===== config.mk =====
export PLATFORM = sky130hd
export DESIGN_NAME = scmr_regs
export DESIGN_NICKNAME = d
export VERILOG_FILES = /design/src/scmr_pkg.sv /design/src/scmr_regs.sv /design/src/scmr_pin_mux.sv
export SDC_FILE = /design/constraint.sdc
export NUM_CORES = 1
export LEC_CHECK = 0
export ABC_AREA = 1
export BUFFER_PORTS_ARGS = -buffer_cell sky130_fd_sc_hd__buf_2
export CAP_MARGIN = 40
export CORE_MARGIN = 2
export CORE_UTILIZATION = 40
export CTS_CLUSTER_SIZE = 24
export DETAILED_ROUTE_END_ITERATION = 6
export PLACE_DENSITY = 0.79
export SYNTH_ARGS = -nofsm -noshare
export SYNTH_HDL_FRONTEND = slang
export SYNTH_SLANG_ARGS = --single-unit

===== constraint.sdc =====
create_clock -name pclk -period 1.2 [get_ports pclk]
set_input_delay 0.12 -clock pclk [delete_from_list [all_inputs] [get_ports pclk]]
set_output_delay 0.12 -clock pclk [all_outputs]
set_load 0.03 [all_outputs]

===== src/scmr_pkg.sv =====
// Behaviour
// RL1: reserved bits read zero; reserved bits of infrared and remap registers ignore writes
// RL2: infrared control bit 0 switches infrared function on; cleared at reset
// RL3: infrared control bit 1 selects normal or inverted output polarity
// RL4: infrared control bit 2 selects amplitude or frequency shift keying
// RL5: infrared control bit 3 picks hardware data or the software data bit
// RL6: infrared control bit 4 holds the software infrared data value
// RL7: trigger register bits 15..12 pick internal or external trigger, timers 0..3
// RL8: trigger register bit 11 routes serial B to port 1 or alternative port
// RL9: trigger register bit 10 clocks the rtc from subsystem or auxiliary clock
// RL10: remap register bit 1 routes timer pins to port 1 or alternative port
// RL11: remap register bit 0 routes serial A to port 1 pins 4..7 or 0..3
// RL12: timer 0 capture only from selected pin set; pwm driven on both sets
// RL13: registers at offsets 02h, 04h, 06h, sixteen bits, reset 0000h; the code decodes them at byte addresses 08h, 10h, 18h
// RL14: word and byte writes accepted; a byte write leaves the other byte alone
package scmr_pkg;

	// -----------------------------------------------------------------
	// register indices and byte addresses
	// -----------------------------------------------------------------
	localparam logic [7:0] IDX_IR = 8'h02;
	localparam logic [7:0] IDX_TRG = 8'h04;
	localparam logic [7:0] IDX_RMP = 8'h06;
	localparam logic [7:0] ADDR_IR = {IDX_IR[5:0], 2'b00};
	localparam logic [7:0] ADDR_TRG = {IDX_TRG[5:0], 2'b00};
	localparam logic [7:0] ADDR_RMP = {IDX_RMP[5:0], 2'b00};

	// -----------------------------------------------------------------
	// reset values
	// -----------------------------------------------------------------
	localparam logic [15:0] RST_IR = 16'h0000;
	localparam logic [15:0] RST_TRG = 16'h0000;
	localparam logic [15:0] RST_RMP = 16'h0000;

	// -----------------------------------------------------------------
	// field positions
	// -----------------------------------------------------------------
	localparam int IR_ON_BIT = 0;
	localparam int IR_POL_BIT = 1;
	localparam int IR_MOD_BIT = 2;
	localparam int IR_SRC_BIT = 3;
	localparam int IR_DAT_BIT = 4;
	localparam int TRG_LSB = 12;
	localparam int TRG_CNT = 4;
	localparam int SB_RMP_BIT = 11;
	localparam int RTC_SEL_BIT = 10;
	localparam int SA_RMP_BIT = 0;
	localparam int TMR_RMP_BIT = 1;

endpackage


===== src/scmr_regs.sv =====
// Register access over APB is this design's own decision.
`timescale 1ns/1ps
module scmr_regs
#(
	parameter int ADDR_W = 8
)
(
	input wire logic pclk,
	input wire logic presetn,
	input wire logic psel,
	input wire logic penable,
	input wire logic pwrite,
	input wire logic [ADDR_W-1:0] paddr,
	input wire logic [31:0] pwdata,
	input wire logic [3:0] pstrb,
	output logic [31:0] prdata,
	output logic pready,
	output logic pslverr,
	output logic ir_function_on,
	output logic ir_polarity_sel,
	output logic ir_modulation_sel,
	output logic ir_data_source_sel,
	output logic ir_sw_data_bit,
	input wire logic ir_hw_data,
	output logic ir_data,
	output logic timer0_trigger_source,
	output logic timer1_trigger_source,
	output logic timer2_trigger_source,
	output logic timer3_trigger_source,
	output logic serial_b_pin_remap,
	output logic rtc_clock_source,
	output logic timer_pin_remap,
	output logic serial_a_pin_remap,
	input wire logic tmr0_cap_p1,
	input wire logic tmr0_cap_alt,
	output logic tmr0_capture,
	input wire logic tmr0_pwm,
	output logic tmr0_pwm_p1,
	output logic tmr0_pwm_alt,
	input wire logic sa_rx_hi,
	input wire logic sa_rx_lo,
	output logic sa_rx,
	input wire logic sa_tx,
	output logic sa_tx_hi,
	output logic sa_tx_lo
);

	// -----------------------------------------------------------------
	// elaboration checks
	// -----------------------------------------------------------------

	// the highest register sits at byte 18h, which needs five bits; the check sets the floor at eight
	if (ADDR_W < 8 || ADDR_W > 32)
	begin : g_bad_addr_w
		$error("scmr_regs: ADDR_W must be 8 to 32");
	end

	// -----------------------------------------------------------------
	// bus decode
	// -----------------------------------------------------------------

	logic sel_ir;
	logic sel_trg;
	logic sel_rmp;
	logic hit;
	logic acc;
	logic wr_en;
	logic wr_lo;
	logic wr_hi;

	// address compare against the byte addresses of the three registers
	assign sel_ir = (paddr == ADDR_W'(scmr_pkg::ADDR_IR)); // [RL13]
	assign sel_trg = (paddr == ADDR_W'(scmr_pkg::ADDR_TRG)); // [RL13]
	assign sel_rmp = (paddr == ADDR_W'(scmr_pkg::ADDR_RMP)); // [RL13]
	assign hit = sel_ir | sel_trg | sel_rmp;

	// zero wait states: every access completes in its first access cycle
	assign acc = psel & penable;
	assign pready = 1'b1;
	assign pslverr = acc & ~hit;

	// byte lanes 0 and 1 carry the sixteen register bits
	assign wr_en = acc & pwrite & hit;
	assign wr_lo = wr_en & pstrb[0]; // [RL14]
	assign wr_hi = wr_en & pstrb[1]; // [RL14]

	// -----------------------------------------------------------------
	// infrared control register
	// -----------------------------------------------------------------

	logic ir_on_q;
	logic ir_pol_q;
	logic ir_mod_q;
	logic ir_src_q;
	logic ir_dat_q;

	// infrared function on/off
	always_ff @(posedge pclk or negedge presetn)
	begin
		if (!presetn)
		begin
			ir_on_q <= scmr_pkg::RST_IR[scmr_pkg::IR_ON_BIT]; // [RL2] [RL13]
		end
		else if (sel_ir && wr_lo)
		begin
			ir_on_q <= pwdata[scmr_pkg::IR_ON_BIT]; // [RL2]
		end
	end

	// output polarity
	always_ff @(posedge pclk or negedge presetn)
	begin
		if (!presetn)
		begin
			ir_pol_q <= scmr_pkg::RST_IR[scmr_pkg::IR_POL_BIT]; // [RL13]
		end
		else if (sel_ir && wr_lo)
		begin
			ir_pol_q <= pwdata[scmr_pkg::IR_POL_BIT]; // [RL3]
		end
	end

	// modulation kind, consumed by the modulator outside
	always_ff @(posedge pclk or negedge presetn)
	begin
		if (!presetn)
		begin
			ir_mod_q <= scmr_pkg::RST_IR[scmr_pkg::IR_MOD_BIT]; // [RL13]
		end
		else if (sel_ir && wr_lo)
		begin
			ir_mod_q <= pwdata[scmr_pkg::IR_MOD_BIT]; // [RL4]
		end
	end

	// data source select
	always_ff @(posedge pclk or negedge presetn)
	begin
		if (!presetn)
		begin
			ir_src_q <= scmr_pkg::RST_IR[scmr_pkg::IR_SRC_BIT]; // [RL13]
		end
		else if (sel_ir && wr_lo)
		begin
			ir_src_q <= pwdata[scmr_pkg::IR_SRC_BIT]; // [RL5]
		end
	end

	// software data bit
	always_ff @(posedge pclk or negedge presetn)
	begin
		if (!presetn)
		begin
			ir_dat_q <= scmr_pkg::RST_IR[scmr_pkg::IR_DAT_BIT]; // [RL13]
		end
		else if (sel_ir && wr_lo)
		begin
			ir_dat_q <= pwdata[scmr_pkg::IR_DAT_BIT]; // [RL6]
		end
	end

	// -----------------------------------------------------------------
	// trigger, serial B remap and rtc clock register
	// -----------------------------------------------------------------

	logic [scmr_pkg::TRG_CNT-1:0] trg_q;
	logic sb_rmp_q;
	logic rtc_sel_q;

	// one trigger select per timer; all live in the upper byte lane
	for (genvar i = 0; i < scmr_pkg::TRG_CNT; i++)
	begin : g_trg
		always_ff @(posedge pclk or negedge presetn)
		begin
			if (!presetn)
			begin
				trg_q[i] <= scmr_pkg::RST_TRG[scmr_pkg::TRG_LSB+i]; // [RL13]
			end
			else if (sel_trg && wr_hi)
			begin
				trg_q[i] <= pwdata[scmr_pkg::TRG_LSB+i]; // [RL7]
			end
		end
	end

	// serial B pin remap
	always_ff @(posedge pclk or negedge presetn)
	begin
		if (!presetn)
		begin
			sb_rmp_q <= scmr_pkg::RST_TRG[scmr_pkg::SB_RMP_BIT]; // [RL13]
		end
		else if (sel_trg && wr_hi)
		begin
			sb_rmp_q <= pwdata[scmr_pkg::SB_RMP_BIT]; // [RL8]
		end
	end

	// rtc clock source; glitch-free switching is the clock tree's job
	always_ff @(posedge pclk or negedge presetn)
	begin
		if (!presetn)
		begin
			rtc_sel_q <= scmr_pkg::RST_TRG[scmr_pkg::RTC_SEL_BIT]; // [RL13]
		end
		else if (sel_trg && wr_hi)
		begin
			rtc_sel_q <= pwdata[scmr_pkg::RTC_SEL_BIT]; // [RL9]
		end
	end

	// -----------------------------------------------------------------
	// pin remap register
	// -----------------------------------------------------------------

	logic tmr_rmp_q;
	logic sa_rmp_q;

	// timer pin set
	always_ff @(posedge pclk or negedge presetn)
	begin
		if (!presetn)
		begin
			tmr_rmp_q <= scmr_pkg::RST_RMP[scmr_pkg::TMR_RMP_BIT]; // [RL13]
		end
		else if (sel_rmp && wr_lo)
		begin
			tmr_rmp_q <= pwdata[scmr_pkg::TMR_RMP_BIT]; // [RL10]
		end
	end

	// serial A pin set
	always_ff @(posedge pclk or negedge presetn)
	begin
		if (!presetn)
		begin
			sa_rmp_q <= scmr_pkg::RST_RMP[scmr_pkg::SA_RMP_BIT]; // [RL13]
		end
		else if (sel_rmp && wr_lo)
		begin
			sa_rmp_q <= pwdata[scmr_pkg::SA_RMP_BIT]; // [RL11]
		end
	end

	// -----------------------------------------------------------------
	// read back
	// -----------------------------------------------------------------

	logic [15:0] ir_word;
	logic [15:0] trg_word;
	logic [15:0] rmp_word;
	logic [31:0] prdata_d;
	logic [31:0] prdata_q;

	// assemble words; bits with no flop behind them read zero
	always_comb
	begin
		ir_word = 16'h0000; // [RL1]
		ir_word[scmr_pkg::IR_ON_BIT] = ir_on_q;
		ir_word[scmr_pkg::IR_POL_BIT] = ir_pol_q;
		ir_word[scmr_pkg::IR_MOD_BIT] = ir_mod_q;
		ir_word[scmr_pkg::IR_SRC_BIT] = ir_src_q;
		ir_word[scmr_pkg::IR_DAT_BIT] = ir_dat_q;
		trg_word = 16'h0000; // [RL1]
		trg_word[scmr_pkg::TRG_LSB +: scmr_pkg::TRG_CNT] = trg_q;
		trg_word[scmr_pkg::SB_RMP_BIT] = sb_rmp_q;
		trg_word[scmr_pkg::RTC_SEL_BIT] = rtc_sel_q;
		rmp_word = 16'h0000; // [RL1]
		rmp_word[scmr_pkg::TMR_RMP_BIT] = tmr_rmp_q;
		rmp_word[scmr_pkg::SA_RMP_BIT] = sa_rmp_q;
	end

	// read mux; upper half of the bus and unmapped reads give zero
	always_comb
	begin
		prdata_d = 32'h0000_0000;
		if (psel && !penable && !pwrite)
		begin
			if (sel_ir)
			begin
				prdata_d = {16'h0000, ir_word};
			end
			else if (sel_trg)
			begin
				prdata_d = {16'h0000, trg_word};
			end
			else if (sel_rmp)
			begin
				prdata_d = {16'h0000, rmp_word};
			end
		end
		else if (acc)
		begin
			prdata_d = prdata_q;
		end
	end

	// read data is captured in setup so it leaves a flop in the access cycle
	always_ff @(posedge pclk or negedge presetn)
	begin
		if (!presetn)
		begin
			prdata_q <= 32'h0000_0000;
		end
		else
		begin
			prdata_q <= prdata_d;
		end
	end

	assign prdata = prdata_q;

	// -----------------------------------------------------------------
	// outputs to other units
	// -----------------------------------------------------------------

	assign ir_function_on = ir_on_q; // [RL2]
	assign ir_polarity_sel = ir_pol_q; // [RL3]
	assign ir_modulation_sel = ir_mod_q; // [RL4]
	assign ir_data_source_sel = ir_src_q; // [RL5]
	assign ir_sw_data_bit = ir_dat_q; // [RL6]
	// timer 0 owns the top bit, so the trigger vector is handed out downward
	assign timer0_trigger_source = trg_q[3]; // [RL7]
	assign timer1_trigger_source = trg_q[2]; // [RL7]
	assign timer2_trigger_source = trg_q[1]; // [RL7]
	assign timer3_trigger_source = trg_q[0]; // [RL7]
	assign serial_b_pin_remap = sb_rmp_q; // [RL8]
	assign rtc_clock_source = rtc_sel_q; // [RL9]
	assign timer_pin_remap = tmr_rmp_q; // [RL10]
	assign serial_a_pin_remap = sa_rmp_q; // [RL11]

	// -----------------------------------------------------------------
	// pin routing driven by the selects
	// -----------------------------------------------------------------

	scmr_pin_mux u_pin_mux
	(
		.ir_function_on(ir_on_q),
		.ir_polarity_sel(ir_pol_q),
		.ir_data_source_sel(ir_src_q),
		.ir_sw_data_bit(ir_dat_q),
		.ir_hw_data(ir_hw_data),
		.ir_data(ir_data),
		.timer_pin_remap(tmr_rmp_q),
		.tmr0_cap_p1(tmr0_cap_p1),
		.tmr0_cap_alt(tmr0_cap_alt),
		.tmr0_capture(tmr0_capture),
		.tmr0_pwm(tmr0_pwm),
		.tmr0_pwm_p1(tmr0_pwm_p1),
		.tmr0_pwm_alt(tmr0_pwm_alt),
		.serial_a_pin_remap(sa_rmp_q),
		.sa_rx_hi(sa_rx_hi),
		.sa_rx_lo(sa_rx_lo),
		.sa_rx(sa_rx),
		.sa_tx(sa_tx),
		.sa_tx_hi(sa_tx_hi),
		.sa_tx_lo(sa_tx_lo)
	);

endmodule // scmr_regs


===== src/scmr_pin_mux.sv =====
`timescale 1ns/1ps
module scmr_pin_mux
(
	input wire logic ir_function_on,
	input wire logic ir_polarity_sel,
	input wire logic ir_data_source_sel,
	input wire logic ir_sw_data_bit,
	input wire logic ir_hw_data,
	output logic ir_data,
	input wire logic timer_pin_remap,
	input wire logic tmr0_cap_p1,
	input wire logic tmr0_cap_alt,
	output logic tmr0_capture,
	input wire logic tmr0_pwm,
	output logic tmr0_pwm_p1,
	output logic tmr0_pwm_alt,
	input wire logic serial_a_pin_remap,
	input wire logic sa_rx_hi,
	input wire logic sa_rx_lo,
	output logic sa_rx,
	input wire logic sa_tx,
	output logic sa_tx_hi,
	output logic sa_tx_lo
);

	// infrared data: source pick, then polarity, forced low when off
	always_comb
	begin
		ir_data = 1'b0;
		if (ir_function_on) // [RL2]
		begin
			ir_data = (ir_data_source_sel ? ir_sw_data_bit : ir_hw_data) // [RL5] [RL6]
				^ ir_polarity_sel; // [RL3]
		end
	end

	// capture only from the chosen pin set; pwm goes to both sets
	assign tmr0_capture = timer_pin_remap ? tmr0_cap_alt : tmr0_cap_p1; // [RL10] [RL12]
	assign tmr0_pwm_p1 = tmr0_pwm; // [RL12]
	assign tmr0_pwm_alt = tmr0_pwm; // [RL12]

	// serial A: unselected group idles high so a far receiver sees no start bit
	assign sa_rx = serial_a_pin_remap ? sa_rx_lo : sa_rx_hi; // [RL11]
	assign sa_tx_hi = serial_a_pin_remap ? 1'b1 : sa_tx; // [RL11]
	assign sa_tx_lo = serial_a_pin_remap ? sa_tx : 1'b1; // [RL11]

endmodule // scmr_pin_mux


==> results of run 1 <==
## layout make-up
cell class	instances	area (um^2)	share of cell area
Multi-Input combinational cell	134	749	0.381
Sequential cell	24	603	0.306
Timing Repair Buffer	76	439	0.223
Inverter	19	72.6	0.0368
Tap cell	48	60.1	0.0305
Clock buffer	4	45.0	0.0229
## how the worst min path moves through the flow
stage,from,slack (ps),depth (start not counted),to
after global routing,pwdata[4],50,3,ir_sw_data_bit
after floorplan,presetn,-180,0,ir_data_source_sel
after global placement,presetn,120,1,prdata[0]
after CTS,pwdata[4],30,3,ir_sw_data_bit
after detailed placement,presetn,130,1,prdata[0]
final,pwdata[4],40,3,ir_sw_data_bit
## synthesized netlist by cell type, drive strengths merged
cell / count
nor2: 10
nand3: 25
conb: 2
nand4: 2
mux2: 1
clkinv: 1
a21oi: 1
nand2: 60
dfrtp: 24
inv: 18
o31ai: 1
buf: 24
clkbuf: 2
o21ai: 12
## where the power goes
part / leakage (nW) / internal, mW / total (mW) / switching (mW)
sequential: 0.332 / 0.808 / 0.808 / 0.0000643
combinational: 0.871 / 0.0777 / 0.283 / 0.205
clock: 0.0228 / 0.237 / 0.477 / 0.241
## flip-flops by register name (all words and copies together), names as in the netlist
signal and flops:
ir_sw_data_bit 1, timer1_trigger_source 1, ir_polarity_sel 1, serial_a_pin_remap 1, serial_b_pin_remap 1, timer2_trigger_source 1, timer0_trigger_source 1, timer3_trigger_source 1
ir_data_source_sel 1, prdata 11, rtc_clock_source 1, ir_modulation_sel 1, timer_pin_remap 1, ir_function_on 1
## metrics by stage
stage / std cells / power (mW)
after global placement: 293 / 1.09
after detailed placement: 293 / 1.09
after CTS: 301 / 1.58
after global routing: 305 / 1.65
after floorplan: 203 / 1.07
final: 305 / 1.57
## critical path, delay by kind of cell (launching register included)
family | cells | cell delay, ps
AO/OA/AOI/OAI | 3 | 270
buffers and inverters | 2 | 210
flip-flops | 1 | 410
AND/OR/NAND/NOR | 1 | 60
## kinds of logic (layout without fill, tap and decap cells)
kind of cell	count (synthesis)	in the layout	share of synthesized area
and+or+nand+nor	97	97	0.367
buffers and inverters	45	99	0.173
DFF	24	24	0.399
AOI/OAI and AO/OA	14	14	0.0482
other	2	22	0.00499
muxes	1	1	0.00748
## routing by layer
layer | vias up | wire (um) | global-route usage
met2 | 49 | 1790 | 0.310
met3 | 4 | 184 | 0.0205
met4 | 0 | 39 | 0.0547
met1 | 591 | 1310 | 0.184
li1 | 678 | - | -
met5 | - | 0 | 0
## repair_timing
action                                  4_1_cts  5_1_grt
buffers inserted                              3        4
resized for setup                             6        8
endpoints found under the hold margin        24        0
hold buffers                                  1        0
pin swaps                                     1        1
endpoints found under the setup margin        3        4
cloned                                        0        0
==> flow_metrics.py, run 1 <==
metrics = {
    "placement": {
        "place_area_um2": 1820,
        "place_ws_ps": -52.9,
        "place.gp.congestion": 0.835,
        "hpwl_mm": 2.67,
        "io_buffers": 61,
    },
    "final_layout": {
        "design_area_um2": 1970,
        "drive_above_1_share": 0.451,
        "layout_common_cells": "58 x buf_2, 48 x nand2_1, 23 x nand3_1",
        "antenna-diode-count": 0,
        "fin_util": 0.542,
        "areaGrowthSynthToFinish_pct": 30.8,
        "fill_cells": 346,
        "final_nets": 314,
        "final_common_cell": "buf_2",
    },
    "setup_path": {
        "rr_endpoint": "prdata[0]",
        "cp_max_fo": 2,
        "crit_end": "ir_data",
        "slowest_delay_ps": 410,
        "critPathCaptureType": "primary output",
        "regToRegStartpoint": "serial_a_pin_remap",
        "rrSetupSlack_ps": 260,
        "critical_path_class": "flop to primary output",
        "crit_required_ps": 1080,
        "cp_slowest_cell": "dfrtp_2",
        "worstRegToRegCells": 5,
        "crit_arrival_ps": 1220,
        "crit_chain": "inv_2, nand2_2, o21ai_4, o21ai_2, a21oi_2, buf_6",
        "cp-start-kind": "flop",
        "startpoint": "ir_sw_data_bit",
    },
    "clock_network": {
        "htree_num_levels": 1,
        "path_clk_slew_ps": 80,
        "tritoncts": "done",
        "cts_buffers": 3,
        "clk_path_buf_depth": 2,
        "clock_latency_ps": 250,
        "cts.sink_count": 24,
        "root_buffer": "clkbuf_8",
    },
    "timing": {
        "min_period_ps": 1340,
        "setup_viol": 3,
        "hold_viol_final": 0,
        "finalMaxSlewViolations": 0,
        "final.period_utilization": 1.11,
        "rsz0062_at_grt": "yes",
        "setup_tns_ps": -232,
        "skew_ps": 1.16,
        "worst_pin_slew_ps": 534,
        "setup_slack_ps": -135,
        "fmax_mhz": 749,
        "hold_ws_ps": 41.3,
        "slew_headroom": 0.644,
    },
    "route": {
        "ant_nets": 0,
        "drt_iter0_markers": 45,
        "route.detailed.drc": 0,
        "wl_per_cell_um": 10.9,
        "vias_per_cell": 4.33,
        "vias": 1322,
        "wl_mm": 3.32,
        "drt-pass1-iter-count": 4,
    },
    "floorplan": {
        "die_x_um": 65.3,
        "coreArea_um2": 3630,
        "ioPinCount": 110,
        "die_y_um": 65.3,
        "rows": 22,
        "dieArea_um2": 4270,
        "start_util": 0.414,
    },
    "logic_synthesis": {
        "synthCells": 183,
        "ys_seq_area_frac": 0.399,
        "yosysWarnings": 0,
        "synth.top_cell.area_share": 0.399,
        "synthesis.area_um2": 1510,
        "synth.distinct_cells": 23,
        "ys_top_cells_by_area": "dfrtp_1 40%, nand2_1 13%, buf_4 12%",
        "synth_area_leader_cell": "dfrtp_1",
        "synth.avg_cell_area_um2": 8.23,
        "synth-seq-cells": 24,
    },
    "run_status": {
        "violations": "setup timing",
        "status": "finished, violations left",
    },
    "global_route": {
        "grt_overflow_total": 0,
        "antenna_found_initial": 0,
        "grt_max_degree": 25,
        "first_global_vias": 1278,
        "grt_pass1_wl_mm": 5.44,
        "grt_usage": 0.162,
    },
    "pwr": {
        "ir_worst_vdd_uv": 551,
        "p_leak_nw": 1.23,
        "power_density_nw_per_um2": 796,
    },
    "worst_hold_path": {
        "hold_path_class": "input port to flop",
    },
    "flow_run": {
        "max_cap_violations": 0,
    },
}
Power figures use the tool's default switching activity.
==> inputs of run 2 (changes only) <==
--- a/config.mk
+++ b/config.mk
@@ -5,14 +5,14 @@
 export SDC_FILE = /design/constraint.sdc
 export NUM_CORES = 1
 export LEC_CHECK = 0
-export ABC_AREA = 1
 export BUFFER_PORTS_ARGS = -buffer_cell sky130_fd_sc_hd__buf_2
 export CAP_MARGIN = 40
 export CORE_MARGIN = 2
 export CORE_UTILIZATION = 40
 export CTS_CLUSTER_SIZE = 24
 export DETAILED_ROUTE_END_ITERATION = 6
-export PLACE_DENSITY = 0.79
+export PLACE_DENSITY = 0.83
+export SKIP_LAST_GASP = 1
 export SYNTH_ARGS = -nofsm -noshare
 export SYNTH_HDL_FRONTEND = slang
 export SYNTH_SLANG_ARGS = --single-unit
==> flow_metrics.py, run 2 <==
metrics = {
    "run_status": {
        "status": "finished, violations left",
        "violations": "setup timing",
    },
    "timing": {
        "final.period_utilization": 1.23,
        "worst_pin_slew_ps": 534,
        "skew_ps": 2.22,
        "setup_tns_ps": -883,
        "slew_headroom": 0.644,
        "setup_slack_ps": -275,
        "hold_viol_final": 0,
        "fmax_mhz": 678,
        "rsz0062_at_grt": "yes",
        "setup_viol": 10,
        "finalMaxSlewViolations": 0,
        "min_period_ps": 1480,
        "hold_ws_ps": 30.5,
    },
    "global_route": {
        "antenna_found_initial": 0,
        "grt_usage": 0.189,
        "grt_max_degree": 25,
        "grt_overflow_total": 0,
        "grt_pass1_wl_mm": 5.14,
        "first_global_vias": 1060,
    },
    "floorplan": {
        "rows": 20,
        "start_util": 0.424,
        "die_y_um": 61.4,
        "ioPinCount": 110,
        "coreArea_um2": 3100,
        "dieArea_um2": 3770,
        "die_x_um": 61.4,
    },
    "logic_synthesis": {
        "synth_edf_count": 0,
        "synthesis.area_um2": 1320,
        "ys_seq_area_frac": 0.456,
        "synth.top_cell.area_share": 0.456,
        "synthCells": 109,
        "synth_common_cells": "24 x buf_4, 24 x dfrtp_1, 12 x mux2_2, 6 x a22o_1",
        "ys.flop_type": "dfrtp_1",
        "synthArstFlopShare": 1.00,
        "synth_area_leader_cell": "dfrtp_1",
        "ys_top_cells_by_area": "dfrtp_1 46%, buf_4 14%, mux2_2 10%",
        "synth.distinct_cells": 30,
        "synth.avg_cell_area_um2": 12.1,
        "yosysWarnings": 0,
        "synth-seq-cells": 24,
    },
    "route": {
        "ant_nets": 0,
        "drt-pass1-iter-count": 4,
        "vias_per_cell": 4.69,
        "wl_per_cell_um": 14.1,
        "route.detailed.drc": 0,
        "vias": 1070,
        "wl_mm": 3.21,
        "drt_iter0_markers": 12,
    },
    "pwr": {
        "switching_share": 0.287,
        "seqPwrFrac": 0.526,
        "pwr-share-comb": 0.198,
        "intPower_mw": 1.10,
        "p_leak_nw": 1.04,
        "pwr-share-clk": 0.276,
        "switching_power_mw": 0.446,
        "power_density_nw_per_um2": 817,
        "total_power_mw": 1.55,
        "ir_worst_vdd_uv": 598,
    },
    "placement": {
        "io_buffers": 61,
        "hpwl_mm": 2.28,
        "dpl.cell_count": 219,
        "place.gp.congestion": 0.797,
    },
    "clock_network": {
        "clock_latency_ps": 310,
        "cts_buffers": 3,
        "root_buffer": "clkbuf_4",
        "clk_path_buf_depth": 2,
        "cts.sink_count": 24,
        "path_clk_slew_ps": 140,
        "htree_num_levels": 1,
        "tritoncts": "done",
    },
    "final_layout": {
        "final_common_cell": "buf_2",
        "fill_cells": 269,
        "drive_above_1_share": 0.603,
        "antenna-diode-count": 0,
        "multiInputGateArea_um2": 667,
        "seqCellArea_um2": 602,
        "fin_cells": 228,
        "areaGrowthSynthToFinish_pct": 44.1,
        "layout_common_cells": "49 x buf_2, 23 x dfrtp_1, 22 x conb_1",
        "largest_register_ffs": 11,
        "final_nets": 241,
    },
    "worst_hold_path": {
        "hold_path_class": "input port to flop",
        "whs_path_depth": 2,
    },
    "setup_path": {
        "cp-start-kind": "flop",
        "cp_max_fo": 2,
        "worstRegToRegCells": 3,
        "crit_arrival_ps": 1360,
        "crit_required_ps": 1080,
        "critPathCaptureType": "primary output",
        "critical_path_class": "flop to primary output",
    },
    "flow_run": {
        "max_cap_violations": 0,
    },
}
## run 2: changes by cell type after synthesis, sizes merged, moves of 2 or more
cell / previous run / this run
nand2: 60 / 3
nand3: 25 / 1
inv: 18 / 1
mux2: 1 / 15
o21ai: 12 / 0
nor2: 10 / 2
a22o: 0 / 6
nor4: 0 / 4
a32o: 0 / 3
mux2i: 0 / 3
or3: 0 / 3
and2: 0 / 2
## run 2: power groups by stage
stage	sequential [mW]	clock, mW	combinational (mW)
after CTS	0.815	0.434	0.302
after detailed placement	0.831	0	0.262
final	0.816	0.428	0.307
after global routing	0.816	0.475	0.335
after floorplan	0.838	0	0.229
after global placement	0.830	0	0.259
## run 2: final cells by class
| type | instances | area share |
|---|---|---|
| inverter | 1 | 0.00198 |
| timing repair buffer | 79 | 0.281 |
| multi-input combinational | 76 | 0.352 |
| tap | 44 | 0.0290 |
| clock buffer | 4 | 0.0191 |
| sequential | 24 | 0.317 |
## run 2: worst max-delay path, cell delays in order (launching register included)
cell	delay [ps]
dfrtp_2	440
mux2i_2	190
xnor2_1	140
and2_2	160
buf_6	120
## run 2: timing repair
| action | CTS | global route |
|---|---|---|
| endpoints found under the hold margin | 24 | 0 |
| pin swaps | 7 | 2 |
| setup buffers | 4 | 1 |
| setup endpoints to repair | 22 | 20 |
| resized for setup | 35 | 16 |
| hold buffers | 1 | 0 |
## run 2: metal layers
layer	track usage	share of wire	vias to the layer above
met5	0	0	-
met4	0.0578	0.025	0
met3	0.0294	0.053	8
met2	0.324	0.51	55
met1	0.246	0.41	515
li1	-	-	492
## run 2: cell families after synthesis
| logic type | after synthesis | share of synthesized area |
|---|---|---|
| buf+inv | 29 | 0.160 |
| flops | 24 | 0.456 |
| xor+xnor | 1 | 0.00666 |
| simple gates | 23 | 0.140 |
| compound gates | 12 | 0.0808 |
| mux | 18 | 0.151 |
| other cells | 2 | 0.00571 |
## run 2: path summary, 6_finish.rpt
path | slack, ps | from | to
max | -280 | ir_data_source_sel | ir_data
max reg2reg | 100 | serial_a_pin_remap | serial_a_pin_remap
max in group asynchronous | 460 | presetn | ir_data_source_sel
min in group asynchronous | 360 | presetn | serial_b_pin_remap
min | 30 | pwdata[13] | timer2_trigger_source
min reg2reg | 490 | prdata[0] | prdata[0]
## run 2: through the flow
| step | cell area (um^2) | worst slack, ps | utilization |
|---|---|---|---|
| after global placement | 1650 | -435 | 0.530 |
| final | 1900 | -275 | 0.611 |
| after global routing | 1900 | -352 | 0.611 |
| after CTS | 1860 | -293 | 0.600 |
| after floorplan | 1400 | -335 | - |
| after detailed placement | 1650 | -485 | 0.530 |
